`src/pkg/shm_pkg.sv`:
```
// shared constants and types of the sensor hub receive mode control
package shm_pkg;
  localparam int NPORT = 4;
  localparam int CLK_HZ = 50_000_000;
  // register offsets
  localparam logic [7:0] ADDR_FWD_EN = 8'h20;
  localparam logic [7:0] ADDR_CSI_CTL = 8'h33;
  localparam logic [7:0] ADDR_PAGE = 8'h4C;
  localparam logic [7:0] ADDR_BC_RATE = 8'h58;
  localparam logic [7:0] ADDR_SETUP = 8'h6D;
  localparam logic [7:0] ADDR_RAW_ID = 8'h70;
  localparam logic [7:0] ADDR_REMAP = 8'h72;
  localparam logic [7:0] ADDR_STATUS = 8'h74;
  // setup field positions
  localparam int SETUP_SYNC_BIT = 2;
  localparam int SETUP_DIV_BIT = 3;
  // values after reset, data type codes and strap wait count
  localparam logic [3:0] FWD_EN_RST = 4'hF;
  localparam logic [1:0] LANES_RST = 2'h3;
  localparam logic [7:0] REMAP_RST = 8'hE4;
  localparam logic [5:0] DT_RAW8 = 6'h2A;
  localparam logic [5:0] DT_RAW12 = 6'h2C;
  localparam logic [1:0] STRAP_WAIT = 2'h2;
  // back channel rate codes and bit periods
  localparam logic [2:0] BC_CODE_2M5 = 3'h0;
  localparam logic [2:0] BC_CODE_10M = 3'h2;
  localparam logic [2:0] BC_CODE_50M = 3'h6;
  localparam int BC_BPS_2M5 = 2_500_000;
  localparam int BC_BPS_10M = 10_000_000;
  localparam int BC_BPS_50M = 50_000_000;
  localparam int BC_CYC_2M5 = CLK_HZ / BC_BPS_2M5;
  localparam int BC_CYC_10M = CLK_HZ / BC_BPS_10M;
  localparam int BC_CYC_50M = CLK_HZ / BC_BPS_50M;
  localparam logic [3:0] BC_FRAME_BITS = 4'hA;
  // framing pattern and field positions of the 40 and 28 bit frames
  localparam logic [1:0] FRAME_SYNC = 2'h1;
  localparam int CSI_SYNC_LSB = 38;
  localparam int CSI_VC_LSB = 36;
  localparam int CSI_DT_LSB = 30;
  localparam int CSI_DATA_LSB = 18;
  localparam int CSI_HS_BIT = 17;
  localparam int CSI_VS_BIT = 16;
  localparam int CSI_I2C_LSB = 8;
  localparam int CSI_DIAG_LSB = 2;
  localparam int CSI_I2CV_BIT = 1;
  localparam int RAW_SYNC_LSB = 26;
  localparam int RAW_DATA_LSB = 14;
  localparam int RAW10_DATA_LSB = 16;
  localparam int RAW_HS_BIT = 13;
  localparam int RAW_VS_BIT = 12;
  localparam int RAW_I2C_LSB = 4;
  localparam int RAW_I2CV_BIT = 3;
  localparam int RAW_DIAG_LSB = 1;
  // line rate and clock multipliers
  localparam logic [7:0] LINE_MULT_SYNC = 8'hA0;
  localparam logic [7:0] LINE_MULT_NONSYNC = 8'h50;
  localparam logic [7:0] LINE_MULT_RAW = 8'h1C;
  localparam logic [7:0] LINE_MULT_RAW12HF = 8'h38;
  localparam logic [1:0] LINE_DEN_RAW12HF = 2'h3;
  localparam logic [1:0] LINE_DEN_RAW10 = 2'h2;
  localparam logic [2:0] PCLK_MULT_SYNC = 3'h4;
  localparam logic [2:0] PCLK_MULT_NONSYNC = 3'h2;
  localparam logic [1:0] BC_MULT_SYNC = 2'h2;

  typedef enum logic [1:0] {
    SHM_MODE_CSI, SHM_MODE_RAW12LF, SHM_MODE_RAW12HF, SHM_MODE_RAW10
  } shm_mode_t;

  typedef enum logic [1:0] {SHM_REF_HUB, SHM_REF_SER, SHM_REF_PIX} shm_ref_t;

  typedef struct packed {
    shm_ref_t ref_src;
    logic [7:0] line_num;
    logic [1:0] line_den;
    logic [2:0] pclk_num;
    logic [1:0] bc_num;
  } shm_rate_t;

  typedef struct packed {
    logic [1:0] port;
    logic [1:0] vc;
    logic [5:0] dt;
    logic hs;
    logic vs;
    logic [11:0] data;
  } shm_pix_t;
endpackage

```
`src/hdl/shm_rx_decode.sv`:
```
// frame decoder of one receive port with a one-word holding stage
`timescale 1ns/1ps
module shm_rx_decode (
  input wire logic mclk,
  input wire logic rst_n,
  input wire logic flush,
  input wire shm_pkg::shm_mode_t mode,
  input wire logic [1:0] port_id,
  input wire logic [7:0] vc_remap,
  input wire logic [7:0] raw_id,
  input wire logic [39:0] frame,
  input wire logic frame_valid,
  output logic frame_ready,
  output logic out_valid,
  input wire logic out_ready,
  output shm_pkg::shm_pix_t out_word,
  output logic [7:0] i2c_byte,
  output logic i2c_stb,
  output logic err_stb,
  output logic [3:0] diag
);
  typedef struct packed {
    logic rdy;
    logic hold;
    shm_pkg::shm_pix_t word;
    logic [7:0] i2c;
    logic i2c_stb;
    logic err;
    logic [3:0] diag;
  } shm_dec_st_t;

  shm_dec_st_t st;
  shm_dec_st_t next_st;
  shm_pkg::shm_pix_t dec;
  logic good;
  logic csi;

  // decode the frame by mode, then update the holding stage
  always_comb begin
    csi = (mode == shm_pkg::SHM_MODE_CSI);
    dec = '0;
    dec.port = port_id;
    next_st = st;
    next_st.i2c_stb = 1'b0;
    next_st.err = 1'b0;
    if (csi) begin
      good = (frame[shm_pkg::CSI_SYNC_LSB +: 2] == shm_pkg::FRAME_SYNC) &&
        !(^frame);
      dec.vc = vc_remap[{frame[shm_pkg::CSI_VC_LSB +: 2], 1'b0} +: 2];
      dec.dt = frame[shm_pkg::CSI_DT_LSB +: 6];
      dec.data = frame[shm_pkg::CSI_DATA_LSB +: 12];
      dec.hs = frame[shm_pkg::CSI_HS_BIT];
      dec.vs = frame[shm_pkg::CSI_VS_BIT];
    end else begin
      good = (frame[shm_pkg::RAW_SYNC_LSB +: 2] == shm_pkg::FRAME_SYNC) &&
        !(^frame[27:0]);
      dec.vc = raw_id[7:6];
      dec.dt = raw_id[5:0];
      dec.hs = frame[shm_pkg::RAW_HS_BIT];
      dec.vs = frame[shm_pkg::RAW_VS_BIT];
      if (mode == shm_pkg::SHM_MODE_RAW10) begin
        dec.data = {2'h0, frame[shm_pkg::RAW10_DATA_LSB +: 10]};
      end else begin
        dec.data = frame[shm_pkg::RAW_DATA_LSB +: 12];
      end
      if (raw_id[5:0] == shm_pkg::DT_RAW8) begin
        dec.data = {4'h0, dec.data[7:0]};
      end
    end
    if (out_ready && st.hold) begin
      next_st.hold = 1'b0;
    end
    if (frame_valid && st.rdy) begin
      if (!good) begin
        next_st.err = 1'b1;
      end else begin
        next_st.hold = 1'b1;
        next_st.word = dec;
        next_st.i2c_stb = csi ? frame[shm_pkg::CSI_I2CV_BIT] :
          frame[shm_pkg::RAW_I2CV_BIT];
        next_st.i2c = csi ? frame[shm_pkg::CSI_I2C_LSB +: 8] :
          frame[shm_pkg::RAW_I2C_LSB +: 8];
        next_st.diag = csi ? frame[shm_pkg::CSI_DIAG_LSB +: 4] :
          {2'h0, frame[shm_pkg::RAW_DIAG_LSB +: 2]};
      end
    end
    if (flush) begin
      next_st.hold = 1'b0;
    end
    next_st.rdy = !next_st.hold && !flush;
  end

  // state register
  always_ff @(posedge mclk) begin
    if (!rst_n) begin
      st <= '0;
      st.rdy <= 1'b1;
    end else begin
      st <= next_st;
    end
  end

  assign frame_ready = st.rdy;
  assign out_valid = st.hold;
  assign out_word = st.word;
  assign i2c_byte = st.i2c;
  assign i2c_stb = st.i2c_stb;
  assign err_stb = st.err;
  assign diag = st.diag;
endmodule

```
`src/hdl/shm_buf2.sv`:
```
// two-entry buffer between port arbitration and the csi-2 packer
`timescale 1ns/1ps
module shm_buf2 (
  input wire logic mclk,
  input wire logic rst_n,
  input wire logic in_valid,
  output logic in_ready,
  input wire shm_pkg::shm_pix_t in_word,
  output logic out_valid,
  input wire logic out_ready,
  output shm_pkg::shm_pix_t out_word
);
  typedef struct packed {
    shm_pkg::shm_pix_t [1:0] slot;
    logic wp;
    logic rp;
    logic [1:0] cnt;
    logic in_rdy;
    logic out_v;
  } shm_buf_st_t;

  shm_buf_st_t st;
  shm_buf_st_t next_st;
  logic push;
  logic pop;

  // push and pop, full and empty kept as flops
  always_comb begin
    next_st = st;
    push = in_valid && st.in_rdy;
    pop = out_ready && st.out_v;
    if (push) begin
      next_st.slot[st.wp] = in_word;
      next_st.wp = !st.wp;
    end
    if (pop) begin
      next_st.rp = !st.rp;
    end
    next_st.cnt = st.cnt + {1'b0, push} - {1'b0, pop};
    next_st.in_rdy = (next_st.cnt != 2'h2);
    next_st.out_v = (next_st.cnt != 2'h0);
  end

  // state register
  always_ff @(posedge mclk) begin
    if (!rst_n) begin
      st <= '0;
      st.in_rdy <= 1'b1;
    end else begin
      st <= next_st;
    end
  end

  assign in_ready = st.in_rdy;
  assign out_valid = st.out_v;
  assign out_word = st.slot[st.rp];
endmodule

```
`src/hdl/shm_rx_mode_ctl.sv`:
```
// sensor hub receive mode control: registers, strap, forwarding, back channel
`timescale 1ns/1ps

module shm_rx_mode_ctl (
  input wire logic mclk,
  input wire logic rst_n,
  input wire logic [2:0] mode_strap,
  input wire logic [7:0] reg_addr,
  input wire logic [7:0] reg_wdata,
  input wire logic reg_wr,
  input wire logic reg_rd,
  output logic [7:0] reg_rdata,
  output logic reg_rvalid,
  input wire logic [3:0][39:0] rx_frame,
  input wire logic [3:0] rx_frame_valid,
  output logic [3:0] rx_frame_ready,
  output logic [3:0][7:0] fwd_i2c_byte,
  output logic [3:0] fwd_i2c_stb,
  input wire logic [7:0] bc_byte,
  input wire logic [1:0] bc_port,
  input wire logic bc_valid,
  output logic [3:0] bc_accept,
  output logic [3:0] bc_line,
  output logic csi_valid,
  input wire logic csi_ready,
  output shm_pkg::shm_pix_t csi_word,
  output logic [1:0] csi_lane_count,
  output shm_pkg::shm_rate_t [3:0] port_rate
);
  typedef struct packed {
    logic [2:0] strap_m;
    logic [2:0] strap_s;
    logic [1:0] strap_wait;
    logic strap_done;
    logic [1:0] page;
    logic [2:0] bc_rate;
    logic [1:0] lanes;
    logic [3:0] fwd_en;
    logic [3:0][3:0] setup;
    logic [3:0][7:0] raw_id;
    logic [3:0][7:0] remap;
    logic [3:0][3:0] err_cnt;
    logic [3:0] flush;
    logic [7:0] rdata;
    logic rvalid;
    logic [1:0] rr;
    logic [4:0] bc_div;
    logic [3:0][9:0] bc_sh;
    logic [3:0][3:0] bc_cnt;
    logic [3:0] bc_acc;
    logic [3:0] bc_out;
    shm_pkg::shm_rate_t [3:0] rate;
  } shm_ctl_st_t;

  shm_ctl_st_t st;
  shm_ctl_st_t next_st;
  logic [3:0] dec_valid;
  logic [3:0] dec_ready;
  logic [3:0] dec_err;
  logic [3:0][3:0] dec_diag;
  shm_pkg::shm_pix_t [3:0] dec_word;
  logic buf_valid;
  logic buf_ready;
  shm_pkg::shm_pix_t buf_word;
  logic [1:0] pick;
  logic [1:0] idx;
  logic found;
  logic tick;

  //////////////////////////////////////////////////////////////////////////
  // helpers

  // rate settings of one port from its setup field
  function automatic shm_pkg::shm_rate_t rate_of(input logic [3:0] s);
    rate_of = '0;
    rate_of.line_den = 2'h1;
    case (shm_pkg::shm_mode_t'(s[1:0]))
      shm_pkg::SHM_MODE_CSI: begin
        if (s[shm_pkg::SETUP_SYNC_BIT]) begin
          rate_of.ref_src = shm_pkg::SHM_REF_HUB;
          rate_of.line_num = shm_pkg::LINE_MULT_SYNC;
          rate_of.pclk_num = shm_pkg::PCLK_MULT_SYNC;
          rate_of.bc_num = shm_pkg::BC_MULT_SYNC;
        end else begin
          rate_of.ref_src = shm_pkg::SHM_REF_SER;
          rate_of.line_num = shm_pkg::LINE_MULT_NONSYNC;
          rate_of.pclk_num = s[shm_pkg::SETUP_DIV_BIT] ? 3'h1 :
            shm_pkg::PCLK_MULT_NONSYNC;
        end
      end
      shm_pkg::SHM_MODE_RAW12HF: begin
        rate_of.ref_src = shm_pkg::SHM_REF_PIX;
        rate_of.line_num = shm_pkg::LINE_MULT_RAW12HF;
        rate_of.line_den = shm_pkg::LINE_DEN_RAW12HF;
        rate_of.pclk_num = 3'h1;
      end
      shm_pkg::SHM_MODE_RAW12LF: begin
        rate_of.ref_src = shm_pkg::SHM_REF_PIX;
        rate_of.line_num = shm_pkg::LINE_MULT_RAW;
        rate_of.pclk_num = 3'h1;
      end
      default: begin
        rate_of.ref_src = shm_pkg::SHM_REF_PIX;
        rate_of.line_num = shm_pkg::LINE_MULT_RAW;
        rate_of.line_den = shm_pkg::LINE_DEN_RAW10;
        rate_of.pclk_num = 3'h1;
      end
    endcase
  endfunction

  // back channel bit period in cycles, minus one
  function automatic logic [4:0] bc_period(input logic [2:0] code);
    if (code == shm_pkg::BC_CODE_50M) begin
      bc_period = 5'(shm_pkg::BC_CYC_50M - 1);
    end else if (code == shm_pkg::BC_CODE_10M) begin
      bc_period = 5'(shm_pkg::BC_CYC_10M - 1);
    end else begin
      bc_period = 5'(shm_pkg::BC_CYC_2M5 - 1);
    end
  endfunction

  //////////////////////////////////////////////////////////////////////////
  // per-port decoders and output buffer

  for (genvar g = 0; g < shm_pkg::NPORT; g++) begin : g_port
    shm_rx_decode u_dec (
      .mclk(mclk),
      .rst_n(rst_n),
      .flush(st.flush[g]),
      .mode(shm_pkg::shm_mode_t'(st.setup[g][1:0])),
      .port_id(2'(g)),
      .vc_remap(st.remap[g]),
      .raw_id(st.raw_id[g]),
      .frame(rx_frame[g]),
      .frame_valid(rx_frame_valid[g]),
      .frame_ready(rx_frame_ready[g]),
      .out_valid(dec_valid[g]),
      .out_ready(dec_ready[g]),
      .out_word(dec_word[g]),
      .i2c_byte(fwd_i2c_byte[g]),
      .i2c_stb(fwd_i2c_stb[g]),
      .err_stb(dec_err[g]),
      .diag(dec_diag[g])
    );
  end

  shm_buf2 u_buf (
    .mclk(mclk),
    .rst_n(rst_n),
    .in_valid(buf_valid),
    .in_ready(buf_ready),
    .in_word(buf_word),
    .out_valid(csi_valid),
    .out_ready(csi_ready),
    .out_word(csi_word)
  );

  //////////////////////////////////////////////////////////////////////////
  // next state

  always_comb begin
    next_st = st;
    next_st.rvalid = 1'b0;
    next_st.flush = 4'h0;
    // strap pin through two flops, loaded once after reset
    next_st.strap_m = mode_strap;
    next_st.strap_s = st.strap_m;
    if (!st.strap_done) begin
      if (st.strap_wait == shm_pkg::STRAP_WAIT) begin
        next_st.strap_done = 1'b1;
        for (int i = 0; i < shm_pkg::NPORT; i++) begin
          next_st.setup[i] = {1'b0, st.strap_s[2] &&
            (st.strap_s[1:0] == 2'h0), st.strap_s[1:0]};
        end
        next_st.bc_rate = (st.strap_s[1:0] == 2'h0) ?
          shm_pkg::BC_CODE_50M : shm_pkg::BC_CODE_2M5;
      end else begin
        next_st.strap_wait = st.strap_wait + 2'h1;
      end
    end
    // register writes
    if (reg_wr) begin
      if (reg_addr == shm_pkg::ADDR_PAGE) begin
        next_st.page = reg_wdata[1:0];
      end else if (reg_addr == shm_pkg::ADDR_FWD_EN) begin
        next_st.fwd_en = reg_wdata[3:0];
      end else if (reg_addr == shm_pkg::ADDR_CSI_CTL) begin
        next_st.lanes = reg_wdata[1:0];
      end else if (reg_addr == shm_pkg::ADDR_BC_RATE) begin
        next_st.bc_rate = reg_wdata[2:0];
      end else if (reg_addr == shm_pkg::ADDR_SETUP) begin
        next_st.setup[st.page] = reg_wdata[3:0];
      end else if (reg_addr == shm_pkg::ADDR_RAW_ID) begin
        next_st.raw_id[st.page] = reg_wdata;
      end else if (reg_addr == shm_pkg::ADDR_REMAP) begin
        next_st.remap[st.page] = reg_wdata;
      end else if (reg_addr == shm_pkg::ADDR_STATUS) begin
        next_st.err_cnt[st.page] = 4'h0;
      end
    end
    // register reads, answered one cycle later
    if (reg_rd) begin
      next_st.rvalid = 1'b1;
      if (reg_addr == shm_pkg::ADDR_PAGE) begin
        next_st.rdata = {6'h00, st.page};
      end else if (reg_addr == shm_pkg::ADDR_FWD_EN) begin
        next_st.rdata = {4'h0, st.fwd_en};
      end else if (reg_addr == shm_pkg::ADDR_CSI_CTL) begin
        next_st.rdata = {6'h00, st.lanes};
      end else if (reg_addr == shm_pkg::ADDR_BC_RATE) begin
        next_st.rdata = {5'h00, st.bc_rate};
      end else if (reg_addr == shm_pkg::ADDR_SETUP) begin
        next_st.rdata = {4'h0, st.setup[st.page]};
      end else if (reg_addr == shm_pkg::ADDR_RAW_ID) begin
        next_st.rdata = st.raw_id[st.page];
      end else if (reg_addr == shm_pkg::ADDR_REMAP) begin
        next_st.rdata = st.remap[st.page];
      end else if (reg_addr == shm_pkg::ADDR_STATUS) begin
        next_st.rdata = {dec_diag[st.page], st.err_cnt[st.page]};
      end else begin
        next_st.rdata = 8'h00;
      end
    end
    // per-port mode change, error counts and rates
    for (int i = 0; i < shm_pkg::NPORT; i++) begin
      next_st.flush[i] = (next_st.setup[i][1:0] != st.setup[i][1:0]);
      if (dec_err[i] && st.err_cnt[i] != 4'hF) begin
        next_st.err_cnt[i] = next_st.err_cnt[i] + 4'h1;
      end
      next_st.rate[i] = rate_of(st.setup[i]);
    end
    // round-robin forwarding of the ports enabled in fwd_en into the one output
    pick = st.rr;
    idx = st.rr;
    found = 1'b0;
    for (int k = 0; k < shm_pkg::NPORT; k++) begin
      idx = idx + 2'h1;
      if (!found && dec_valid[idx] && st.fwd_en[idx]) begin
        pick = idx;
        found = 1'b1;
      end
    end
    buf_valid = found;
    buf_word = dec_word[pick];
    dec_ready = 4'h0;
    if (found && buf_ready) begin
      dec_ready[pick] = 1'b1;
      next_st.rr = pick;
    end
    // back channel: one bit clock for all ports, idle ones
    tick = (st.bc_div == 5'h00);
    next_st.bc_div = tick ? bc_period(st.bc_rate) : st.bc_div - 5'h01;
    for (int i = 0; i < shm_pkg::NPORT; i++) begin
      if (tick) begin
        if (st.bc_cnt[i] != 4'h0) begin
          next_st.bc_out[i] = st.bc_sh[i][0];
          next_st.bc_sh[i] = {1'b1, st.bc_sh[i][9:1]};
          next_st.bc_cnt[i] = st.bc_cnt[i] - 4'h1;
        end else begin
          next_st.bc_out[i] = 1'b1;
        end
      end
      if (bc_valid && bc_port == 2'(i) && st.bc_acc[i]) begin
        next_st.bc_sh[i] = {1'b1, bc_byte, 1'b0};
        next_st.bc_cnt[i] = shm_pkg::BC_FRAME_BITS;
      end
      next_st.bc_acc[i] = (next_st.bc_cnt[i] == 4'h0);
    end
  end

  //////////////////////////////////////////////////////////////////////////
  // state register

  always_ff @(posedge mclk) begin
    if (!rst_n) begin
      st <= '0;
      st.fwd_en <= shm_pkg::FWD_EN_RST;
      st.lanes <= shm_pkg::LANES_RST;
      st.bc_acc <= 4'hF;
      st.bc_out <= 4'hF;
      for (int i = 0; i < shm_pkg::NPORT; i++) begin
        st.remap[i] <= shm_pkg::REMAP_RST;
        st.raw_id[i] <= {2'(i), shm_pkg::DT_RAW12};
      end
    end else begin
      st <= next_st;
    end
  end

  // outputs straight from the state register
  assign reg_rdata = st.rdata;
  assign reg_rvalid = st.rvalid;
  assign bc_accept = st.bc_acc;
  assign bc_line = st.bc_out;
  assign csi_lane_count = st.lanes;
  assign port_rate = st.rate;
endmodule

```
`config.mk`:
```
export PLATFORM = sky130hd
export DESIGN_NAME = shm_rx_mode_ctl
export DESIGN_NICKNAME = d
export VERILOG_FILES = /design/src/pkg/shm_pkg.sv /design/src/hdl/shm_rx_decode.sv /design/src/hdl/shm_buf2.sv /design/src/hdl/shm_rx_mode_ctl.sv
export SDC_FILE = /design/constraint.sdc
export NUM_CORES = 1
export LEC_CHECK = 0
export ABC_CLOCK_PERIOD_IN_PS = 5800
export BUFFER_PORTS_ARGS = -buffer_cell sky130_fd_sc_hd__buf_2
export CAP_MARGIN = 5
export CORE_MARGIN = 4
export CORE_UTILIZATION = 55
export DETAILED_ROUTE_END_ITERATION = 16
export PLACE_DENSITY = 0.75
export SETUP_SLACK_MARGIN = 0.05
export SYNTH_ARGS = -nofsm -noshare
export SYNTH_HDL_FRONTEND = slang
export SYNTH_SLANG_ARGS = --single-unit
```
`constraint.sdc`:
```
create_clock -name mclk -period 5.8 [get_ports mclk]
set_input_delay 0.58 -clock mclk [delete_from_list [all_inputs] [get_ports mclk]]
set_output_delay 0.58 -clock mclk [all_outputs]
set_load 0.01 [all_outputs]
```
==> results summary, run 1 <==
For the final database, setup skew stands at 0.0144 ns. The number of DRC markers after the initial detailed-route iteration came out at 2698. Counting flops and latches in the post-synthesis netlist gives 453. The first TritonRoute pass finished after 8 iterations. Dividing the detail-routed wire length by the instance count gives 22.4 µm.

TritonCTS built the clock tree. The signal on the critical path passes through buf_4 -> nand2_1 -> nor4_1 -> nor2_1 -> a22oi_1 -> nor2_1 -> a21oi_1 -> a21oi_1. The cell at the root of the clock tree is clkbuf_16. The maximum achievable frequency came out at 333 MHz. The largest voltage drop on the vdd net is 0.000284 V. The relative contribution of sequential cells to total power came out at 0.377.

The worst setup path is launched from a flop. Dividing total power by cell area gives a power density of 393 mW/mm². The netlist area before placement came out at 0.0237 mm². Together, buffers and inverters on the worst path number 1. The number of failing setup endpoints in the final timing report is 0. Of the cells placed in the final design, the portion with a size suffix greater than 1 is 0.209. On the final layout, the worst hold slack is 0.210 ns. The run finished with clean final reports. Synthesis produced a netlist whose cell count is 2664. The detail route stage leaves a number of antenna-violating nets equal to 0. Yosys mapped a number of flops with a built-in enable equal to 0. The transition time of the tightest slew-check pin came out at 1.29 ns. The number of pins exceeding their max-slew limit in the final report is 0. The cell family contributing the most delay on the critical path is simple AND/OR/NAND/NOR gates. In the final layout, the multi-input gates occupy 0.0130 mm². The most used flip-flop cell after synthesis is dfxtp_1.

The most frequent standard cell in the layout excluding fill and tap cells is dfxtp_1. The post-synthesis async set-or-reset flop share came out at 0. The count of cells resized by post-cts repair is 0. The floorplan die width came out at 216 µm. The sum of routed wire length over all layers came out at 75.3 mm.

The global placement routability congestion is 0.923. In this run the power spent charging and discharging nets is 3570 µW. For the worst-skew pair, the clock arrives at the later sink with an insertion delay of 0.59 ns. Hold repair after CTS inserted 0 buffers.

The largest net degree at the start of global routing is 154. The starting utilization of the core area came out at 0.561. The count of H-tree levels built during CTS is 2.

The worst pin sits at a relative slew slack of 0.143. After clock tree synthesis, the clock-pin slew on the worst setup and hold paths is 0.06 ns. In the layout the commonest cells are 449 x dfxtp_1, 337 x buf_2, 235 x nand2_1. The number of antenna violations at the first check in global routing came to 4. The number of maximum-capacitance constraint violations came out at 0. The final standard cell utilization of the core came out at 0.628. The floorplan has 75 rows. The tightest min-delay check is of the in -> reg type. In this run, distinct cell masters in the synthesized netlist total 75. The sequential standard cell area is 0.00907 mm². STA puts the critical path data required time at 6.19 ns. The number of vias per cell is 6.34. The via count of the first global-routing pass came to 20200. The final net count is 3005.

The internal portion of the total power is 6850 µW. The final global-route overflow total is 0. The data arrival at the endpoint of the critical path came out at 3.40 ns. The number of placed I/O pins is 351. The proportion of power drawn by the clock network is 0.313. The remaining design rule violation count came out at 0. The sum of net half-perimeters after detailed placement came out at 53.7 mm.

The core region is 0.0422 mm². The final critical-path required period came out at 3.01 ns. Of the post-synthesis cell area, the dominant cell type holds 0.383.

The count of port buffers added during placement is 338. The count of synthesis-stage warnings from yosys is 0. The proportion of synthesized chip area in sequential cells is 0.383.

Setup repair after global routing left no endpoint under its margin. The number of sinks handled by clock tree synthesis came out at 453. Summed over all failing endpoints, the final setup total negative slack is 0 ns. From synthesis to final layout, the design area changed by 11.8%. The critical path is of the reg -> reg type. The total routing resource utilization after global routing came out at 0.305. The average size of a mapped cell came out at 8.89 µm². STA classifies the critical path endpoint as a flop. The clock passes through at most 3 buffers. The floorplan step set the die height to 216 µm. The number of fillers in the final layout is 3596.

The number of hold-slack violations in the final timing report was 0. In the post-synthesis netlist, the biggest area contributors are dfxtp_1 38%, mux2i_1 6.5%, xnor2_1 4.5%. Along the worst path, the maximum fanout reaches 25. The synthesized design spends more area on one cell type than any other, namely dfxtp_1. The first global-routing pass estimated 115 mm of wire.

The overall via count from detail_route is 21300. The part of the total power dissipated in combinational logic came out at 0.310. The die covers 0.0465 mm². The count of buffers added by post-CTS timing repair for setup is 0. TritonCTS created 49 clock buffers. The analysis attributes to cell leakage a power of 0.0107 µW. The share of total power consumed by net switching came out at 0.343.

The post-layout worst setup margin came out at 2.79 ns. The highest-delay cell along the critical path is dfxtp_1. The biggest cell delay along the critical path is 0.81 ns. The post-placement worst setup slack came out at 2.11 ns. The portion of the clock cycle consumed by the worst path in the final layout came out at 0.518.
[power groups by stage]
stage / registers (µW) / clock network [µW] / logic (µW)
2_1_floorplan: 3830 / 0 / 2500
3_3_place_gp: 3960 / 0 / 3080
3_5_place_dp: 3970 / 0 / 3180
4_1_cts: 3920 / 3300 / 3190
5_1_grt: 3970 / 3430 / 3500
6_report: 3930 / 3270 / 3230
[cells in the mapped netlist (12+ instances only)]
master	n
and2_1	28
and3_1	13
a22o_1	63
inv_1	37
a21oi_1	208
a311oi_1	80
o211ai_1	35
xor2_1	16
ha_1	20
nor2_1	148
nand2b_1	39
clkbuf_1	166
nand4_1	12
o31ai_1	15
o21ai_0	152
o22ai_1	14
buf_4	98
nand2_1	235
nor3_1	74
buf_2	36
a211oi_1	63
mux2i_1	154
mux4_2	36
dfxtp_1	453
nand3_1	113
xnor2_1	122
nor2b_1	23
a22oi_1	24
mux2_2	41
[routing by layer]
| layer | vias to the layer above | share of wire | track usage |
|---|---|---|---|
| li1 | 9793 | - | - |
| met2 | 1063 | 0.47 | 0.499 |
| met3 | 182 | 0.089 | 0.0558 |
| met4 | 6 | 0.032 | 0.0979 |
| met5 | - | 0.00049 | 0 |
| met1 | 10300 | 0.41 | 0.412 |
[metrics by stage]
step	cells	instance area (µm²)	power (µW)
detailed placement	3273	24800	7150
floorplan	2675	23700	6330
global route	3362	26500	10900
global placement	3273	24800	7040
CTS	3360	26500	10400
finish	3363	26500	10400
[path summary, 6_finish.rpt]
path                                            from                              endpoint  slack [ns]  depth (start not counted)
worst max-delay path            st[258]$_SDFFE_PN0P_                    st[151]$_SDFF_PN0_        2.79                          8
worst min-delay path                   mode_strap[2]               next_st[264]$_SDFF_PN0_        0.21                          2
worst max register to register  st[258]$_SDFFE_PN0P_                    st[151]$_SDFF_PN0_        2.79                          8
worst min register to register    st[149]$_SDFF_PN0_  g_port[1].u_dec.out_valid$_SDFF_PN0_        0.42                          1
[worst reg2reg max path: stages, from the launching register on]
cell and delay [ns]:
dfxtp_1 0.81, buf_4 0.48, nand2_1 0.18, nor4_1 0.72, nor2_1 0.12, a22oi_1 0.18, nor2_1 0.06, a21oi_1 0.14
a21oi_1 0.14
[cells by family (layout without fill, tap and decap cells)]
kind of cell / Yosys count / after routing / share of synthesized area
flops: 453 / 453 / 0.383
mux: 234 / 234 / 0.122
fa+ha+maj: 20 / 20 / 0.0106
buf+inv: 349 / 496 / 0.0733
other cells: 1 / 14 / 0.000158
compound gates: 705 / 705 / 0.194
simple gates: 751 / 751 / 0.154
xor+xnor: 151 / 151 / 0.0632
[sequential cells by signal, indices dropped and copies added, names as in the netlist, 4 cells and up]
register                  cells
g_port.u_dec.out_word        91
port_rate                    44
g_port.u_dec.i2c_byte        32
bc_accept                     4
g_port.u_dec.frame_ready      4
st                          178
g_port.u_dec.diag            16
g_port.u_dec.err_stb          4
g_port.u_dec.i2c_stb          4
reg_rdata                     8
u_buf.st                     52
g_port.u_dec.out_valid        4
bc_line                       4
[final cells by class]
class / instances / area share
well taps: 539 / 0.0254
flip-flops and latches: 453 / 0.342
diodes: 2 / 0.000189
clock inverters: 21 / 0.0102
inverters: 38 / 0.00567
multi-input cells: 1873 / 0.490
repair buffers: 371 / 0.0736
clock buffers: 66 / 0.0529
(Power assumes the default switching activity.)
==> inputs of run 2 (changes only) <==
--- a/config.mk
+++ b/config.mk
@@ -5,7 +5,8 @@
 export SDC_FILE = /design/constraint.sdc
 export NUM_CORES = 1
 export LEC_CHECK = 0
-export ABC_CLOCK_PERIOD_IN_PS = 5800
+export ABC_AREA = 1
+export ABC_CLOCK_PERIOD_IN_PS = 2900
 export BUFFER_PORTS_ARGS = -buffer_cell sky130_fd_sc_hd__buf_2
 export CAP_MARGIN = 5
 export CORE_MARGIN = 4
==> constraint.sdc (replaced) <==
create_clock -name mclk -period 2.9 [get_ports mclk]
set_input_delay 0.29 -clock mclk [delete_from_list [all_inputs] [get_ports mclk]]
set_output_delay 0.29 -clock mclk [all_outputs]
set_load 0.01 [all_outputs]
==> run 2 against run 1 <==
Compared with the run above: synthesized cell count is 52% higher; final cell count grew 45%; clock-buffer cell count rose by 5; clock power grew 100%; total power grew 91%; sequential power rose by 90%; maximum frequency up 20%; critical path type unchanged; largest cell class unchanged; highest routed layer unchanged.
==> results summary, run 2 <==
The total power density per cell area came out at 690 mW/mm². The final net count is 4467. The count of port buffers added during placement is 338. The most common cell in the synthesized netlist is nand2_1. The count of H-tree levels built during CTS came out at 2.

The design internal power is 12900 µW. The proportion of synthesized chip area in sequential cells is 0.355. The final critical-path required period is 2.52 ns.

The flow ran to the end, and the final reports show no timing, DRC or antenna violations. The number of placed I/O pins is 351. The floorplan die width came out at 223 µm. The global placement routability congestion is 0.946. After detailed routing, the total wire length is 78.8 mm. The number of different library cells in the post-synthesis netlist came out at 47.

The share of total power dissipated in the clock network is 0.333. Of the cells placed in the final design, the portion with a size suffix greater than 1 is 0.119. The number of cell instances on the worst register-to-register path is 10. The commonest cells after synthesis are 1237 x nand2_1, 533 x inv_1, 453 x dfxtp_1. The startpoint of the tightest hold check path is rx_frame_valid[0].

The total iterations of the first detailed-routing run is 9. The number of cells on the worst hold path is 3. The number of DRC markers after the initial detailed-route iteration came out at 2505. Of the total power, combinational logic draws 0.293. The cell count after synthesis is 4050. In the layout the commonest cells are 1237 x nand2_1, 533 x inv_1, 452 x dfxtp_1. The count of synthesis-stage warnings from yosys came out at 0.

After synthesis the netlist holds a flip-flop and latch count of 453. TritonCTS created 50 clock buffers. Of all nets on the critical path, the largest fanout is 13. The initial utilization of the core area, before any placement, comes to 0.560. STA puts the critical path data required time at 3.38 ns. In this run the cell area of the synthesized design comes to 0.0255 mm². The first-pass GRT wire length came out at 123 mm.

The overall via count from detail_route came out at 25900. The tree built by TritonCTS fans out to 453 sinks. Of all cell types, the one taking the most synthesized area is dfxtp_1. The number of standard cells in the layout, taps in and fillers out came out at 4893. The via count of the first global-routing pass came to 23200. Ranked by total cell area, the synthesized netlist is headed by dfxtp_1 36%, nand2_1 18%, inv_1 7.8%. The end of the worst register-to-register path is u_buf.in_ready$_SDFF_PN1_. In the final timing run, aggregate negative setup slack is 0 ns. The path class of the tightest hold or removal check is in -> reg. The relative contribution of sequential cells to total power is 0.374. The data arrival at the endpoint of the critical path is 2.99 ns.

The clock-pin transition on the worst setup and hold timing paths came out at 0.06 ns. The number of antenna violations at the first check in global routing is 7. The post-synthesis async set-or-reset flop share is 0. The endpoint class of the critical path is a flop. The number of placement rows came out at 78. The number of hold-slack violations in the final timing report is 0. The share of synthesized area in the top cell type comes to 0.355. Including well taps, the total number of placed cells is 4782.

The tree is rooted in a clkbuf_16. The number of pins exceeding their max-slew limit in the final report was 0. The hold path endpoint is g_port[0].u_dec.err_stb$_SDFF_PN0_. Leaving out fill and tap cells, the most frequent cell in the layout is nand2_1. The number of vias per cell came out at 5.30. The portion of the clock cycle consumed by the worst path in the final layout came out at 0.867.

After synthesis, the mean cell area works out to 6.30 µm². The count of buffers added by post-CTS timing repair for setup came out at 0. The insertion delay to the later sink of the worst-skew pair is 0.61 ns. The buffer levels on the longest clock path came out at 3. The count of flip-flops with a built-in enable after synthesis came out at 0.

Setup violations remaining at the end of the flow were counted as 0. The final global-route overflow total is 0. The die covers 0.0499 mm². The die extent in y is 223 µm.

The register with the most flip-flops in the layout has 178 of them. The transition time of the tightest slew-check pin came out at 0.939 ns. After detailed routing, the number of remaining DRC violations is 0.

The origin of the critical flop-to-flop path is st[137]$_SDFFE_PN0P_. The internal reg-to-reg setup slack came out at 0.38 ns. The sum of net half-perimeters after detailed placement is 58.2 mm. The area growth from synthesis to layout is 13.4%. The largest net degree at the start of global routing is 122.

The worst clock skew is 0.0225 ns. The sort of element at the start of the critical path is a flop. The standby leakage power is 0.0150 µW. st holds more flip-flops than any other register. The switching power total came out at 7010 µW. The largest voltage drop on the vdd net is 0.000576 V.

Power comes to 20000 µW. After floorplanning, the core was sized to cover 0.0456 mm². In this run the remaining antenna-violating nets after routing total 0.

The TritonCTS clock tree is built. The wire length per cell came out at 16.1 µm. In the global route stage, overall resource usage came out at 0.302. The number of maximum-capacitance constraint violations is 0.

Headroom to the max-slew limit came out at 0.369. Setup repair after global routing left no endpoint under its margin. Among all flip-flop cells after synthesis, the most frequent one is dfxtp_1.

The setup path with the least slack is of type reg -> reg. The origin of the worst setup path is st[137]$_SDFFE_PN0P_. Of the total power, the share spent switching nets is 0.351. The maximum achievable frequency is 398 MHz.
run 2: cell types whose count changed in the layout (fill, tap and decap cells not counted), moves of 41 or more:
cell	previous run	this run
nand3_1	113	188
xnor2_1	122	47
a211oi_1	63	14
o21ai_0	152	332
a22o_1	63	0
nand2_1	235	1237
nor2_1	142	383
a311oi_1	80	0
mux2_2	41	0
mux2i_1	154	0
inv_1	36	533
run 2: timing repair:
action,4_1_cts,5_1_grt
hold endpoints to repair,21,0
gates resized for setup,0,1
setup endpoints to repair,0,1
hold buffers,14,0
run 2: critical path, cell delays in order, from the launching register on:
cell and delay (ns):
dfxtp_2 0.46, xor2_1 0.29, o21ai_1 0.16, nor2_1 0.15, o2111ai_1 0.13, nand2_2 0.15
clkinv_1 0.22, ha_1 0.28, xnor2_1 0.15, nand2_1 0.10, or2_2 0.31
run 2: power by group through the flow:
stage	sequential (µW)	combinational [µW]	clock, µW
after global routing	7540	6630	6970
after detailed placement	7570	5740	0
after global placement	7570	5680	0
after floorplan	7440	4350	0
final	7460	5840	6650
after CTS	7450	5800	6730
run 2: layout make-up:
class                           count  area, µm²
Tap cell                          600        751
Clock buffer                       71       1450
Multi-Input combinational cell   2782      12900
Sequential cell                   453       9070
Antenna cell                        6       15.0
Timing Repair Buffer              412       2380
Fill cell                        4370      16600
Clock inverter                     20        259
Inverter                          549       2070
run 2: stage by stage:
step / area (µm²) / setup slack [ns] / util / hold WS, ns
after CTS: 28900 / 0.280 / 0.635 / 0.00631
after detailed placement: 27100 / 0.317 / 0.594 / 0.399
after global routing: 28900 / 0.124 / 0.635 / 0.0436
final: 28900 / 0.385 / 0.635 / 0.0326
after global placement: 27100 / 0.402 / 0.594 / 0.399
after floorplan: 25600 / 0.734 / - / 0.381
run 2: logic make-up (layout without fill, tap and decap cells):
family / count (synthesis) / after routing / synth area share
AND/OR/NAND/NOR: 1905 / 1905 / 0.299
buffers and inverters: 826 / 1052 / 0.140
AO/OA/AOI/OAI: 753 / 753 / 0.165
flip-flops: 453 / 453 / 0.355
XOR/XNOR: 92 / 92 / 0.0316
adder cells (fa/ha/maj): 20 / 20 / 0.00980
other: 1 / 18 / 0.000147
run 2: how the worst max path moves through the flow:
stage                           endpoint  slack [ns]  depth (start not counted)
5_1_grt        u_buf.in_ready$_SDFF_PN1_        0.12                         10
3_5_place_dp   u_buf.in_ready$_SDFF_PN1_        0.32                         10
6_report       u_buf.in_ready$_SDFF_PN1_        0.38                         10
2_1_floorplan  u_buf.in_ready$_SDFF_PN1_        0.73                         12
4_1_cts        u_buf.in_ready$_SDFF_PN1_        0.28                         10
3_3_place_gp   u_buf.in_ready$_SDFF_PN1_        0.40                         10
run 2: layer usage:
metal  wire [µm]  vias up  global-route usage  share of wire
met1       34000    11500               0.417           0.43
met4        2790        2               0.107          0.035
met2       34700     1099               0.475           0.44
met3        7270      179              0.0553          0.092
li1            -    13100                   -              -
met5          11        -                   0        0.00014
